File: config.mk
export PLATFORM = sky130hd
export DESIGN_NAME = cdb_coupler_data_path
export DESIGN_NICKNAME = d
export VERILOG_FILES = /design/src/design/cdb_pkg.sv /design/src/design/cdb_phase_gen.sv /design/src/design/cdb_buf_mem.sv /design/src/design/cdb_coupler_data_path.sv
export VERILOG_INCLUDE_DIRS = /design/src /design/src/design
export SDC_FILE = /design/constraint.sdc
export NUM_CORES = 2
export LEC_CHECK = 0
export ABC_AREA = 1
export BUFFER_PORTS_ARGS = -buffer_cell sky130_fd_sc_hd__buf_2
export CAP_MARGIN = 20
export CORE_UTILIZATION = 54
export DETAILED_ROUTE_END_ITERATION = 7
export HOLD_SLACK_MARGIN = 0.03
export PLACE_DENSITY = 0.78
export SETUP_SLACK_MARGIN = 0.2
export SYNTH_ARGS = -nofsm -noshare
export SYNTH_HDL_FRONTEND = slang
export SYNTH_SLANG_ARGS = --single-unit
File: constraint.sdc
create_clock -name clk_sys_in -period 14.3 [get_ports clk_sys_in]
set_clock_uncertainty 0.15 [all_clocks]
set_input_delay 0 -clock clk_sys_in [delete_from_list [all_inputs] [get_ports clk_sys_in]]
set_output_delay 0 -clock clk_sys_in [all_outputs]
set_load 0.005 [all_outputs]
File: src/design/cdb_consts.svh
// Timing, slot and encoding constants for the coupler data path buffer.
// Assumes a 100 MHz system clock and a 100 ns coupler clock period.
`ifndef CDB_CONSTS_SVH
`define CDB_CONSTS_SVH

`define CDB_CYC_NS 10
`define CDB_PERIOD_NS 100
`define CDB_PERIOD_CYC (`CDB_PERIOD_NS / `CDB_CYC_NS)
`define CDB_HALF_NS 50
`define CDB_HALF_CYC (`CDB_HALF_NS / `CDB_CYC_NS)
`define CDB_START_DLY_NS 500
`define CDB_START_DLY_CYC ((`CDB_START_DLY_NS + `CDB_CYC_NS - 1) / `CDB_CYC_NS)

`define CDB_SLOT_T25 4'h2
`define CDB_SLOT_T3 4'h3
`define CDB_SLOT_T1 4'h8

`define CDB_DATA_W 80
`define CDB_CNT_W 3
`define CDB_DEPTH 16
`define CDB_ADDR_W 4
`define CDB_Q_START 2'h2
`define CDB_FORCED_PARITY 1'h1
`define CDB_GO_FILL 1'h1

`define CDB_SY_GO 0
`define CDB_SY_ACC 1
`define CDB_SY_WR 2
`define CDB_SY_DOL 3
`define CDB_SY_ABORT 4
`define CDB_SY_CPE 5
`define CDB_SY_BPE 6
`define CDB_SY_N 7

`endif

File: src/design/cdb_pkg.sv
// Types shared by the coupler data path buffer modules.
// Assumes cdb_consts.svh is on the include path.
`include "cdb_consts.svh"

package cdb_pkg;

  typedef logic [`CDB_ADDR_W-1:0] cdb_addr_t;
  typedef logic [3:0] cdb_slot_t;
  typedef logic [`CDB_SY_N-1:0] cdb_sync_t;

  typedef enum logic [1:0] {
    CDB_ST_IDLE,
    CDB_ST_PULSE,
    CDB_ST_HELD
  } cdb_start_e;

endpackage

File: src/design/cdb_phase_gen.sv
// Coupler clock phase generator: slot counter, square wave and T pulses.
// Assumes one free running system clock and asynchronous reset.
`include "cdb_consts.svh"

module cdb_phase_gen
  import cdb_pkg::*;
#(
  parameter int PERIOD_CYC = `CDB_PERIOD_CYC,
  parameter int HALF_CYC = `CDB_HALF_CYC
) (
  // Clock and reset.
  input wire logic clk_sys_in,
  input wire logic reset_in,
  // Phases.
  output cdb_slot_t slot_out,
  output logic sq_out,
  output logic t1_out,
  output logic t3_out,
  output logic t25_out
);

  localparam cdb_slot_t LAST = cdb_slot_t'(PERIOD_CYC - 1);
  localparam cdb_slot_t HALF = cdb_slot_t'(HALF_CYC);

  cdb_slot_t slot_reg;
  wire cdb_slot_t slot_next = (slot_reg == LAST) ? '0 : slot_reg + 4'h1;

  always_ff @(posedge clk_sys_in or posedge reset_in) begin
    if (reset_in) begin
      slot_reg <= '0;
    end else begin
      slot_reg <= slot_next;
    end
  end

  // The high half of the square wave is the input address half.
  assign slot_out = slot_reg;
  assign sq_out = slot_reg < HALF;
  assign t1_out = slot_reg == `CDB_SLOT_T1;
  assign t3_out = slot_reg == `CDB_SLOT_T3;
  assign t25_out = slot_reg == `CDB_SLOT_T25;

endmodule

File: src/design/cdb_buf_mem.sv
// Sixteen word buffer RAM with one time shared address and registered read.
// Assumes the caller multiplexes input and output addresses by half period.
`include "cdb_consts.svh"

module cdb_buf_mem #(
  parameter int WIDTH = `CDB_DATA_W + 2,
  parameter int DEPTH = `CDB_DEPTH,
  parameter int AW = `CDB_ADDR_W
) (
  // Clock and reset.
  input wire logic clk_sys_in,
  input wire logic reset_in,
  // Access port.
  input wire logic we_in,
  input wire logic [AW-1:0] addr_in,
  input wire logic [WIDTH-1:0] wdata_in,
  output logic [WIDTH-1:0] rdata_out
);

  logic [WIDTH-1:0] mem_reg [DEPTH];

  // The array has no reset; a word is only read after it was written.
  always_ff @(posedge clk_sys_in) begin
    if (we_in) begin
      mem_reg[addr_in] <= wdata_in;
    end
  end

  always_ff @(posedge clk_sys_in or posedge reset_in) begin
    if (reset_in) begin
      rdata_out <= '0;
    end else begin
      rdata_out <= mem_reg[addr_in];
    end
  end

endmodule

File: src/design/cdb_coupler_data_path.sv
// Coupler data path: write FIFO toward the storage controller, read pass
// through toward central memory, record word countdown and address control.
// Assumes pin inputs are asynchronous; data pins are held steady while
// their qualifier is synchronised, so the data themselves are not.
`include "cdb_consts.svh"

// Contract
// - Hold next count on delayed go, accept, T3.
// - Preset countdown on accept, decrement each write T3.
// - Countdown zero clears the write-data flag.
// - Load-data is flag delayed 500 ns, square-gated.
// - Start delay only before first word of transfer.
// - Latch memory word and parity at T1.
// - Data-on-line makes 50 ns strobe writing buffer.
// - Block first request until two words buffered.
// - Further words stored at next address, up to 16.
// - Square wave halves share input and output address.
// - Each load-data advances output address, FIFO order.
// - Load-data fills holding register; send at T25.
// - Parity travels its own buffer with data; here it is a bit of the one buffer RAM word.
// - Every output word carries a go bit.
// - Read words pass through, clocked out at T3.
// - After read abort, force parity on zero words.
// - Capture controller and bank parity errors.
// - Transfer-go starts pulse ended by one-shot at T1.
// - Start pulse presets both addresses to zero.
// - Write strobe increments input address, wraps at 16.
// - Load-data increments output address.
module cdb_coupler_data_path
  import cdb_pkg::*;
#(
  parameter int DATA_W = `CDB_DATA_W,
  parameter int CNT_W = `CDB_CNT_W,
  parameter int START_DLY_CYC = `CDB_START_DLY_CYC
) (
  // Clock and reset.
  input wire logic clk_sys_in,
  input wire logic reset_in,
  // Transfer control from the coupler.
  input wire logic transfer_go_in,
  input wire logic write_op_in,
  input wire logic [CNT_W-1:0] next_word_count_in,
  // Storage controller responses.
  input wire logic ctl_accept_in,
  input wire logic ctl_abort_in,
  input wire logic ctl_parity_err_in,
  input wire logic bank_parity_err_in,
  // Write direction from the central memory controller.
  input wire logic [DATA_W-1:0] cm_word_in,
  input wire logic cm_parity_in,
  input wire logic cm_data_on_line_in,
  // Write direction toward the storage controller.
  output logic [DATA_W-1:0] sc_word_out,
  output logic sc_parity_out,
  output logic sc_go_out,
  output logic req_enable_out,
  output logic load_data_out,
  // Read direction from the storage controller.
  input wire logic [DATA_W-1:0] sc_word_in,
  input wire logic sc_parity_in,
  // Read direction toward central memory.
  output logic [DATA_W-1:0] cm_word_out,
  output logic cm_parity_out,
  // Error register.
  output logic err_ctl_parity_out,
  output logic err_bank_parity_out
);

  localparam int MW = DATA_W + 2;
  localparam logic [7:0] DLY_MAX = 8'(START_DLY_CYC);
  localparam cdb_slot_t HALF_LAST = cdb_slot_t'(`CDB_HALF_CYC - 1);
  localparam cdb_slot_t LOAD_SLOT = cdb_slot_t'(`CDB_PERIOD_CYC - 1);

  // Phases.
  cdb_slot_t slot;
  logic sq;
  logic t1;
  logic t3;
  logic t25;

  cdb_phase_gen #(
    .PERIOD_CYC(`CDB_PERIOD_CYC),
    .HALF_CYC(`CDB_HALF_CYC)
  ) u_phase (
    .clk_sys_in(clk_sys_in),
    .reset_in(reset_in),
    .slot_out(slot),
    .sq_out(sq),
    .t1_out(t1),
    .t3_out(t3),
    .t25_out(t25)
  );

  // Pin synchronisers; a change counts once stages two and three agree.
  cdb_sync_t sy1_reg;
  cdb_sync_t sy2_reg;
  cdb_sync_t sy3_reg;
  cdb_sync_t syf_reg;
  wire cdb_sync_t sy_raw = {bank_parity_err_in, ctl_parity_err_in,
    ctl_abort_in, cm_data_on_line_in, write_op_in, ctl_accept_in,
    transfer_go_in};
  wire cdb_sync_t sy_agree = ~(sy2_reg ^ sy3_reg);
  wire cdb_sync_t syf_next = (sy_agree & sy2_reg) | (~sy_agree & syf_reg);

  always_ff @(posedge clk_sys_in or posedge reset_in) begin
    if (reset_in) begin
      sy1_reg <= '0;
      sy2_reg <= '0;
      sy3_reg <= '0;
      syf_reg <= '0;
    end else begin
      sy1_reg <= sy_raw;
      sy2_reg <= sy1_reg;
      sy3_reg <= sy2_reg;
      syf_reg <= syf_next;
    end
  end

  wire go_s = syf_reg[`CDB_SY_GO];
  wire acc_s = syf_reg[`CDB_SY_ACC];
  wire wr_s = syf_reg[`CDB_SY_WR];
  wire dol_s = syf_reg[`CDB_SY_DOL];
  wire abort_s = syf_reg[`CDB_SY_ABORT];

  // Start pulse and one-shot.
  cdb_start_e st_reg;
  cdb_start_e st_next;
  wire start_pulse = st_reg == CDB_ST_PULSE;

  always_comb begin
    st_next = st_reg;
    unique case (st_reg)
      CDB_ST_IDLE: if (go_s) st_next = CDB_ST_PULSE;
      CDB_ST_PULSE: if (t1) st_next = CDB_ST_HELD;
      CDB_ST_HELD: if (!go_s) st_next = CDB_ST_IDLE;
      default: st_next = CDB_ST_IDLE;
    endcase
  end

  // Write strobe: a word latched at T1 is written in the next input half.
  logic [MW-1:0] in_hold_reg;
  logic pend_reg;
  wire capture = t1 && dol_s;
  wire wr_strobe = pend_reg && sq;
  wire mem_we = wr_strobe && (slot == HALF_LAST);

  // Addresses.
  cdb_addr_t in_addr_reg;
  cdb_addr_t out_addr_reg;
  logic load_data;
  wire cdb_addr_t mem_addr = sq ? in_addr_reg : out_addr_reg;
  wire [MW-1:0] mem_rdata;

  cdb_buf_mem #(
    .WIDTH(MW),
    .DEPTH(`CDB_DEPTH),
    .AW(`CDB_ADDR_W)
  ) u_mem (
    .clk_sys_in(clk_sys_in),
    .reset_in(reset_in),
    .we_in(mem_we),
    .addr_in(mem_addr),
    .wdata_in(in_hold_reg),
    .rdata_out(mem_rdata)
  );

  // Buffered-word count and first request blocking.
  logic [1:0] q_cnt_reg;
  logic req_ok_reg;
  wire q_reached = q_cnt_reg == `CDB_Q_START;

  // Record word countdown and write-data flag.
  logic [CNT_W-1:0] p_hold_reg;
  logic [CNT_W-1:0] pdc_reg;
  logic wflag_reg;
  logic [7:0] dly_cnt_reg;
  wire dly_done = dly_cnt_reg == DLY_MAX;
  wire hold_cnt = st_reg == CDB_ST_HELD && acc_s && t3;
  wire pdc_dec = !acc_s && wr_s && t3 && pdc_reg != '0;
  wire wflag_set = wr_s && acc_s;
  wire wflag_clr = pdc_dec && pdc_reg == CNT_W'(1);

  // Load-data comes once per period at the end of the output half.
  assign load_data = wflag_reg && dly_done && !sq
    && (slot == LOAD_SLOT);

  // Outgoing holding register and transmit gating.
  logic [MW-1:0] out_hold_reg;
  logic fresh_reg;
  wire xmit_data = wr_s && sq;
  wire send = t25 && xmit_data && fresh_reg;

  // Read direction holding registers and abort tracking.
  logic [DATA_W-1:0] rd_hold_reg;
  logic rd_par_hold_reg;
  logic abort_reg;
  logic [1:0] err_hold_reg;

  always_ff @(posedge clk_sys_in or posedge reset_in) begin
    if (reset_in) begin
      st_reg <= CDB_ST_IDLE;
      in_hold_reg <= '0;
      pend_reg <= 1'b0;
      in_addr_reg <= '0;
      out_addr_reg <= '0;
      q_cnt_reg <= '0;
      req_ok_reg <= 1'b0;
    end else begin
      st_reg <= st_next;
      if (capture) begin
        // The go section of each word is written as ones.
        in_hold_reg <= {`CDB_GO_FILL, cm_parity_in,
          cm_word_in};
      end
      if (capture) begin
        pend_reg <= 1'b1;
      end else if (mem_we) begin
        pend_reg <= 1'b0;
      end
      if (start_pulse) begin
        in_addr_reg <= '0;
        out_addr_reg <= '0;
      end else begin
        // Natural wrap of the four bit address after sixteen words.
        if (mem_we) in_addr_reg <= in_addr_reg + 4'h1;
        if (load_data) out_addr_reg <= out_addr_reg + 4'h1;
      end
      if (start_pulse) begin
        q_cnt_reg <= '0;
      end else if (mem_we && !q_reached) begin
        q_cnt_reg <= q_cnt_reg + 2'h1;
      end
      if (start_pulse) begin
        req_ok_reg <= 1'b0;
      end else if (!wr_s || q_reached) begin
        req_ok_reg <= 1'b1;
      end
    end
  end

  always_ff @(posedge clk_sys_in or posedge reset_in) begin
    if (reset_in) begin
      p_hold_reg <= '0;
      pdc_reg <= '0;
      wflag_reg <= 1'b0;
      dly_cnt_reg <= '0;
    end else begin
      if (hold_cnt) p_hold_reg <= next_word_count_in;
      if (acc_s) begin
        pdc_reg <= p_hold_reg;
      end else if (pdc_dec) begin
        pdc_reg <= pdc_reg - CNT_W'(1);
      end
      // A new accept wins over the end of the previous record.
      if (wflag_set) begin
        wflag_reg <= 1'b1;
      end else if (wflag_clr) begin
        wflag_reg <= 1'b0;
      end
      // The delay is rearmed only by a new transfer, so a flag drop
      // between records costs no more than the gap itself.
      if (start_pulse) begin
        dly_cnt_reg <= '0;
      end else if (wflag_reg && !dly_done) begin
        dly_cnt_reg <= dly_cnt_reg + 8'h1;
      end
    end
  end

  always_ff @(posedge clk_sys_in or posedge reset_in) begin
    if (reset_in) begin
      out_hold_reg <= '0;
      fresh_reg <= 1'b0;
      sc_word_out <= '0;
      sc_parity_out <= 1'b0;
      sc_go_out <= 1'b0;
    end else begin
      if (load_data) out_hold_reg <= mem_rdata;
      if (load_data) begin
        fresh_reg <= 1'b1;
      end else if (send) begin
        fresh_reg <= 1'b0;
      end
      if (send) begin
        sc_word_out <= out_hold_reg[DATA_W-1:0];
        sc_parity_out <= out_hold_reg[DATA_W];
        sc_go_out <= out_hold_reg[DATA_W+1];
      end else if (t25) begin
        sc_go_out <= 1'b0;
      end
    end
  end

  always_ff @(posedge clk_sys_in or posedge reset_in) begin
    if (reset_in) begin
      rd_hold_reg <= '0;
      rd_par_hold_reg <= 1'b0;
      cm_word_out <= '0;
      cm_parity_out <= 1'b0;
      abort_reg <= 1'b0;
      err_hold_reg <= '0;
    end else begin
      rd_hold_reg <= sc_word_in;
      rd_par_hold_reg <= sc_parity_in;
      if (t3) begin
        cm_word_out <= rd_hold_reg;
        cm_parity_out <= abort_reg ? `CDB_FORCED_PARITY
          : rd_par_hold_reg;
      end
      if (abort_s && !wr_s) begin
        abort_reg <= 1'b1;
      end else if (start_pulse) begin
        abort_reg <= 1'b0;
      end
      err_hold_reg <= {syf_reg[`CDB_SY_BPE], syf_reg[`CDB_SY_CPE]};
    end
  end

  assign req_enable_out = req_ok_reg && !start_pulse;
  assign load_data_out = load_data;
  assign err_ctl_parity_out = err_hold_reg[0];
  assign err_bank_parity_out = err_hold_reg[1];

  // Checks.
  AST_PRESET: assert property (@(posedge clk_sys_in) disable iff (reset_in)
    start_pulse |=> in_addr_reg == '0 && out_addr_reg == '0)
    else $error("Addresses not preset by start pulse.");

  AST_IN_INC: assert property (@(posedge clk_sys_in) disable iff (reset_in)
    mem_we && !start_pulse |=> in_addr_reg == $past(in_addr_reg) + 4'h1)
    else $error("Input address did not advance on write.");

  AST_OUT_INC: assert property (@(posedge clk_sys_in) disable iff (reset_in)
    load_data && !start_pulse |=> out_addr_reg == $past(out_addr_reg) + 4'h1)
    else $error("Output address did not advance on load.");

  AST_STROBE_LEN: assert property (@(posedge clk_sys_in) disable iff (reset_in)
    $rose(wr_strobe) |-> wr_strobe [*5] ##1 !wr_strobe)
    else $error("Write strobe is not five cycles long.");

  AST_REQ_BLOCK: assert property (@(posedge clk_sys_in) disable iff (reset_in)
    $rose(req_enable_out) && wr_s |-> q_cnt_reg == `CDB_Q_START)
    else $error("Request enabled before two words buffered.");

  AST_PDC_PRESET: assert property (@(posedge clk_sys_in) disable iff (reset_in)
    acc_s |=> pdc_reg == $past(p_hold_reg))
    else $error("Countdown not preset from held count.");

  AST_FLAG_END: assert property (@(posedge clk_sys_in) disable iff (reset_in)
    wflag_clr && !wflag_set |=> !wflag_reg && pdc_reg == '0)
    else $error("Write-data flag not cleared at count zero.");

  AST_LOAD_DELAY: assert property (@(posedge clk_sys_in) disable iff (reset_in)
    load_data |-> wflag_reg && dly_cnt_reg == DLY_MAX && !sq)
    else $error("Load-data before start delay elapsed.");

  AST_RD_PASS: assert property (@(posedge clk_sys_in) disable iff (reset_in)
    t3 |=> cm_word_out == $past(rd_hold_reg))
    else $error("Read word not passed at T3.");

  AST_FORCE_PAR: assert property (@(posedge clk_sys_in) disable iff (reset_in)
    t3 && abort_reg |=> cm_parity_out == `CDB_FORCED_PARITY)
    else $error("Forced parity missing after abort.");

  AST_PULSE_END: assert property (@(posedge clk_sys_in) disable iff (reset_in)
    $rose(start_pulse) |-> ##[1:10] !start_pulse)
    else $error("Start pulse outlived one coupler period.");

endmodule

---- Word-level counts from Yosys, hierarchy flattened ----
Memories as Yosys holds them, arrays and structs flattened. A register that Yosys moved wholly into a read port is not among the register bits.
Cells that the tools add are included.
word-level totals
  input port bits ......................... 174
  register bits after elaboration ......... 473
  memories ................................ 1
  memory bits (writable) .................. 1,312
memory list
  name           words  bits a word  rd ports  clocked after memory_dff  wr ports  RTL line           RTL
  u_mem.mem_reg  16     82           1         1                         1         cdb_buf_mem.sv:20  logic [WIDTH-1:0] mem_reg [DEPTH];
cells by class
  order comparisons ....................... 1
  $add $sub $neg .......................... 6
  bitwise operators ....................... 6
  reductions and logical operators ........ 41
  mux-type cells .......................... 31
  equal/unequal tests ..................... 13
operators by type and width
  operator                                             count
  2-to-1 mux 4 bit                                     6
  nonzero test 2 bit                                   11
  logical AND 1 bit                                    20
  2-to-1 mux 8 bit                                     2
  2-to-1 mux 1 bit                                     15
  AND 7 bit                                            2
  inverter 7 bit                                       2
  adder 4 x 1 -> 4 bit (second input constant)         3
  2-to-1 mux 2 bit                                     5
  adder 8 x 1 -> 8 bit (second input constant)         1
  == test 4 x 2 -> 1 bit (second input constant)       2
  == test 4 bit (second input constant)                2
  == test 8 x 6 -> 1 bit (second input constant)       1
  bitwise OR 7 bit                                     1
  bitwise XOR 7 bit                                    1
  logical NOT 1 bit                                    6
  2-to-1 mux 3 bit                                     2
  != test 2 bit (second input constant)                3
  case mux 2 bit (3 select lines)                      1
  == test 2 bit (second input constant)                2
  == test 4 x 3 -> 1 bit (second input constant)       1
  < comparator 4 x 3 -> 1 bit (second input constant)  1
  == test 3 x 1 -> 1 bit (second input constant)       1
  AND reduction 3 bit                                  1
  6 further kinds                                      6

---- Depth between registers and ports, before layout ----
  depth in word-level cells ............... 7
  gate-level depth with buffers ........... 15
  depth with buffers taken out ............ 12

---- Cells and area by module ----
From an unflattened synthesis, not the netlist that was laid out.
unflattened totals
  cell total of the unflattened synthesis .. 6,783
  area total of the unflattened synthesis .. 73,694.4 µm²
by module, submodules not included
  module                 cells an instance  instances  sequential area each (µm²)  area each (µm²)
  cdb_buf_mem            5,368              1          41,449.8                    56,745.7
  cdb_coupler_data_path  1,385              1          11,736.3                    16,729.8
  cdb_phase_gen          30                 1          100.1                       219.0

---- Least setup slack after synthesis ----
OpenSTA, ideal clock, no wires.
  kind .................................... register to register
  start point ............................. register u_phase.slot_reg[0] (netlist: u_phase.slot_out[0])
  end point ............................... memory u_mem.mem_reg[10][0] in the netlist's numbering (enable)
  library setup time ...................... 523 ps
  path slack .............................. 8,695 ps
  buffers on the path ..................... 3
  arrival time ............................ 4,933 ps
  period minus slack after synthesis ...... 5,605 ps
  stages on the path, launching flop included .. 11
  cells stage by stage .................... dfrtp_1 > nor2_2 > nand2_2 > nand3_1 > buf_6 > nand2_8 > buf_6 > buf_2 > inv_1 > nand3_1 > nor2_1
between the ends
  longest elaborated chain between the ends .. 5
  elaborated cells between the ends (all ways) .. 7
ends and longest elaborated chain
  what                                    RTL line                      RTL
  start: declaration                      cdb_phase_gen.sv:25           cdb_slot_t slot_reg;
  start signal: assignment                cdb_phase_gen.sv:32           slot_reg <= slot_next;
  < comparator 4 x 3 -> 1 bit             cdb_phase_gen.sv:38           assign sq_out = slot_reg < HALF;
  logical AND 1 bit                       cdb_coupler_data_path.sv:144  wire wr_strobe = pend_reg && sq;
  logical AND 1 bit                       cdb_coupler_data_path.sv:145  wire mem_we = wr_strobe && (slot == HALF_LAST);
  2-to-1 mux 1 bit                        cdb_buf_mem.sv:24             if (we_in) begin
  2-to-1 mux 1 bit (implied by the code)  cdb_buf_mem.sv:25             mem_reg[addr_in] <= wdata_in;
  end: declaration                        cdb_buf_mem.sv:20
Several ways; a longest one is shown, not always the timed one.

---- Worst setup path after layout ----
  start point ............................. register u_phase.slot_reg[0] (netlist: u_phase.slot_out[0])
  end point ............................... memory u_mem.mem_reg[6][72] in the netlist's numbering (enable)
Same word-level chain as after synthesis.

==> impl_metrics.yaml <==
synthesis:
  ys.flop_type: "edfxtp_1"
  ys_ff_latch: 1867
  yosysTopAreaCellShare: 0.523
  syn_area_per_cell_um2: 10.7
  synth_most_common_cell: "nand2_1"
  synth_edf_count: 1312
  yosys_warnings: 0
  synthTopCellsByCount: "nand2_1, edfxtp_1, nand3_1"
  synth.largest_area_cell: "edfxtp_1"
  ys_top_cells_by_area: "edfxtp_1, dfrtp_1, nand2_1"
  synth_fp_nets: 7200
  ys_seq_area_frac: 0.707
  ys_async_sr_fraction: 0.297
  syn_area_mm2: 0.0754
  syn_inst: 7018
  synth_cell_types: 32
timing:
  tns_ns: 0
  slew_viol_final: 0
  tightest_slew_ns: 1.25
  hold_viol: 0
  post-route-period-util: 0.381
  max-slew-margin-rel: 0.168
  final-setup-viol-count: 0
  rsz0062_at_grt: "no"
  timing.fmax_mhz: 184
  whs_ns: 0.201
  finalCriticalPeriod_ns: 5.45
cts:
  path_clk_slew_ns: 0.06
  worstSkewPairLatency_ns: 0.83
  root_buffer: "clkbuf_16"
  post-cts-setup-buffers: 0
  htreeDepth: 4
  cts_buffer_depth: 3
  clock-sinks: 1867
  numCtsBuffers: 183
  cts_tree: "built"
global_routing:
  grt.total_usage: 0.282
  overflow: 0
  grt_max_degree: 245
  antenna_found_initial: 6
  grt_pass1_wl_um: 306000
  grt_pass1_vias: 53183
setup_path:
  critPathMaxStageDelay_ns: 0.75
  crit_chain: "o21ai_2 -> nand3_4 -> buf_4 -> nand2_8 -> inv_1 -> nand3_1 -> nor2_4 -> buf_4 -> buf_4"
  crit_buf_inv: 4
  endpoint_kind: "flop"
  arrival_ns: 5.72
  r2r-end: "u_mem.mem_reg[6][72]"
  cp_slowest_cell: "nand2_8"
  critPathLaunchType: "flop"
  cp_top_family: "buffers and inverters"
  cp.required_ns: 14.57
  cp_max_fo: 111
  path_common_cell: "buf_4"
  r2r_setup_slack_ns: 8.85
  crit_type: "flop to flop"
  worstRegToRegCells: 9
  rr_startpoint: "u_phase.slot_out[0]"
hold_path:
  hold_depth: 0
  min_from: "sy1_reg[3]"
  hold_path_class: "flop to flop"
  worstHoldEndpoint: "sy2_reg[3]"
job:
  max-cap-violations: 0
detailed_routing:
  wl_met1_um: 76100
  dr.pass1.iters: 6
  wl_um: 200000
  met2WireLength_um: 96800
  top_signal_layer_used: "met5"
  drc: 0
  viasPerCell: 5.65
  wl_met3_um: 20600
  wl_per_cell_um: 20.9
  antenna_left: 0
  drt_iter0_markers: 6477
  vias: 54065
outcome:
  outcome: "completed"
place:
  dpl.hpwl_um: 95200
  io_buffers: 340
  place.gp.congestion: 0.785
  dp_cells: 8874
floorplan:
  row_count: 136
  dieArea_mm2: 0.141
  die_w_um: 376
  die_h_um: 376
  start_util: 0.546
  core_area_mm2: 0.138
  ioPinCount: 341
power:
  leakage_nw: 38.0
  power.total_mw: 11.2
  ir_drop_mv: 0.128
  power.density_mw_per_mm2: 128
finish:
  syn_to_final_growth_pct: 16.3
  largest_register_ffs: 1312
  drive_above_1_share: 0.106
  finalNonFillerCells: 9569
  nNetsFinal: 7726
routing by layer:
layer | GRT usage | vias to the layer above
met1 | 0.371 | 26092
met2 | 0.466 | 3202
met3 | 0.0514 | 510
met5 | 0 | -
li1 | - | 24255
met4 | 0.108 | 6
power by group:
part	switching, mW	total [mW]	internal [mW]
Clock	2.06	4.79	2.73
Sequential	0.186	6.17	5.99
Combinational	0.0918	0.215	0.124
Total	2.34	11.2	8.84
cell type report:
type | count | area [µm²]
fillers | 9975 | 50300
multi-input cells | 4517 | 19400
diodes | 1 | 2.50
clock inverters | 72 | 708
inverters | 208 | 797
repair buffers | 767 | 5910
flip-flops and latches | 1867 | 53300
clock buffers | 274 | 5320
well taps | 1863 | 2330
logic make-up (layout without fill, tap and decap cells):
| kind of cell | after synthesis | count (layout) | synth area share |
|---|---|---|---|
| xor+xnor | 4 | 4 | 0.000465 |
| compound gates | 46 | 46 | 0.00350 |
| buf+inv | 634 | 1321 | 0.0398 |
| flops | 1867 | 1867 | 0.707 |
| other cells | 0 | 1 | 0 |
| mux | 84 | 84 | 0.0125 |
| fa+ha+maj | 15 | 15 | 0.00226 |
| simple gates | 4368 | 4368 | 0.235 |
what timing repair did:
item / CTS / global route
hold endpoints to repair: 373 / 0
hold buffers: 346 / 0
gates resized for setup: 0 / 0
worst max path at each step:
stage                        start              endpoint  slack, ns  cells past startpoint
2_1_floorplan             reset_in             async pin       6.60                      1
3_3_place_gp   u_phase.slot_out[0]  u_mem.mem_reg[6][54]       9.07                      9
3_5_place_dp   u_phase.slot_out[0]  u_mem.mem_reg[6][54]       8.99                      9
4_1_cts        u_phase.slot_out[0]  u_mem.mem_reg[6][68]       8.95                      9
5_1_grt        u_phase.slot_out[0]  u_mem.mem_reg[6][68]       8.69                      9
6_report       u_phase.slot_out[0]  u_mem.mem_reg[6][72]       8.85                      9
stage by stage:
step / instance area [µm²] / worst slack [ns] / utilization
floorplan: 75400 / 6.60 / -
global placement: 78200 / 9.07 / 0.566
detailed placement: 78200 / 8.99 / 0.566
CTS: 87600 / 8.95 / 0.635
global route: 87700 / 8.69 / 0.635
finish: 87700 / 8.85 / 0.635
cells in the final DEF, fill, tap and decap left out, drive strengths merged, types with 4 or more instances in the layout:
| cell type | Yosys | layout |
|---|---|---|
| nand2 | 3314 | 3314 |
| edfxtp | 1312 | 1312 |
| nand3 | 1005 | 1005 |
| dfrtp | 555 | 555 |
| buf | 354 | 421 |
| dlygate4sd3 | 0 | 346 |
| clkbuf | 72 | 274 |
| inv | 203 | 214 |
| mux2 | 84 | 84 |
| clkinv | 5 | 54 |
| nor2 | 41 | 41 |
| o21ai | 29 | 29 |
| ha | 8 | 8 |
| bufinv | 0 | 8 |
| a21oi | 7 | 7 |
| maj3 | 7 | 7 |
| o31ai | 5 | 5 |
| nor3 | 4 | 4 |
| xor2 | 4 | 4 |
| clkinvlp | 0 | 4 |
(Power assumes the default switching activity.)
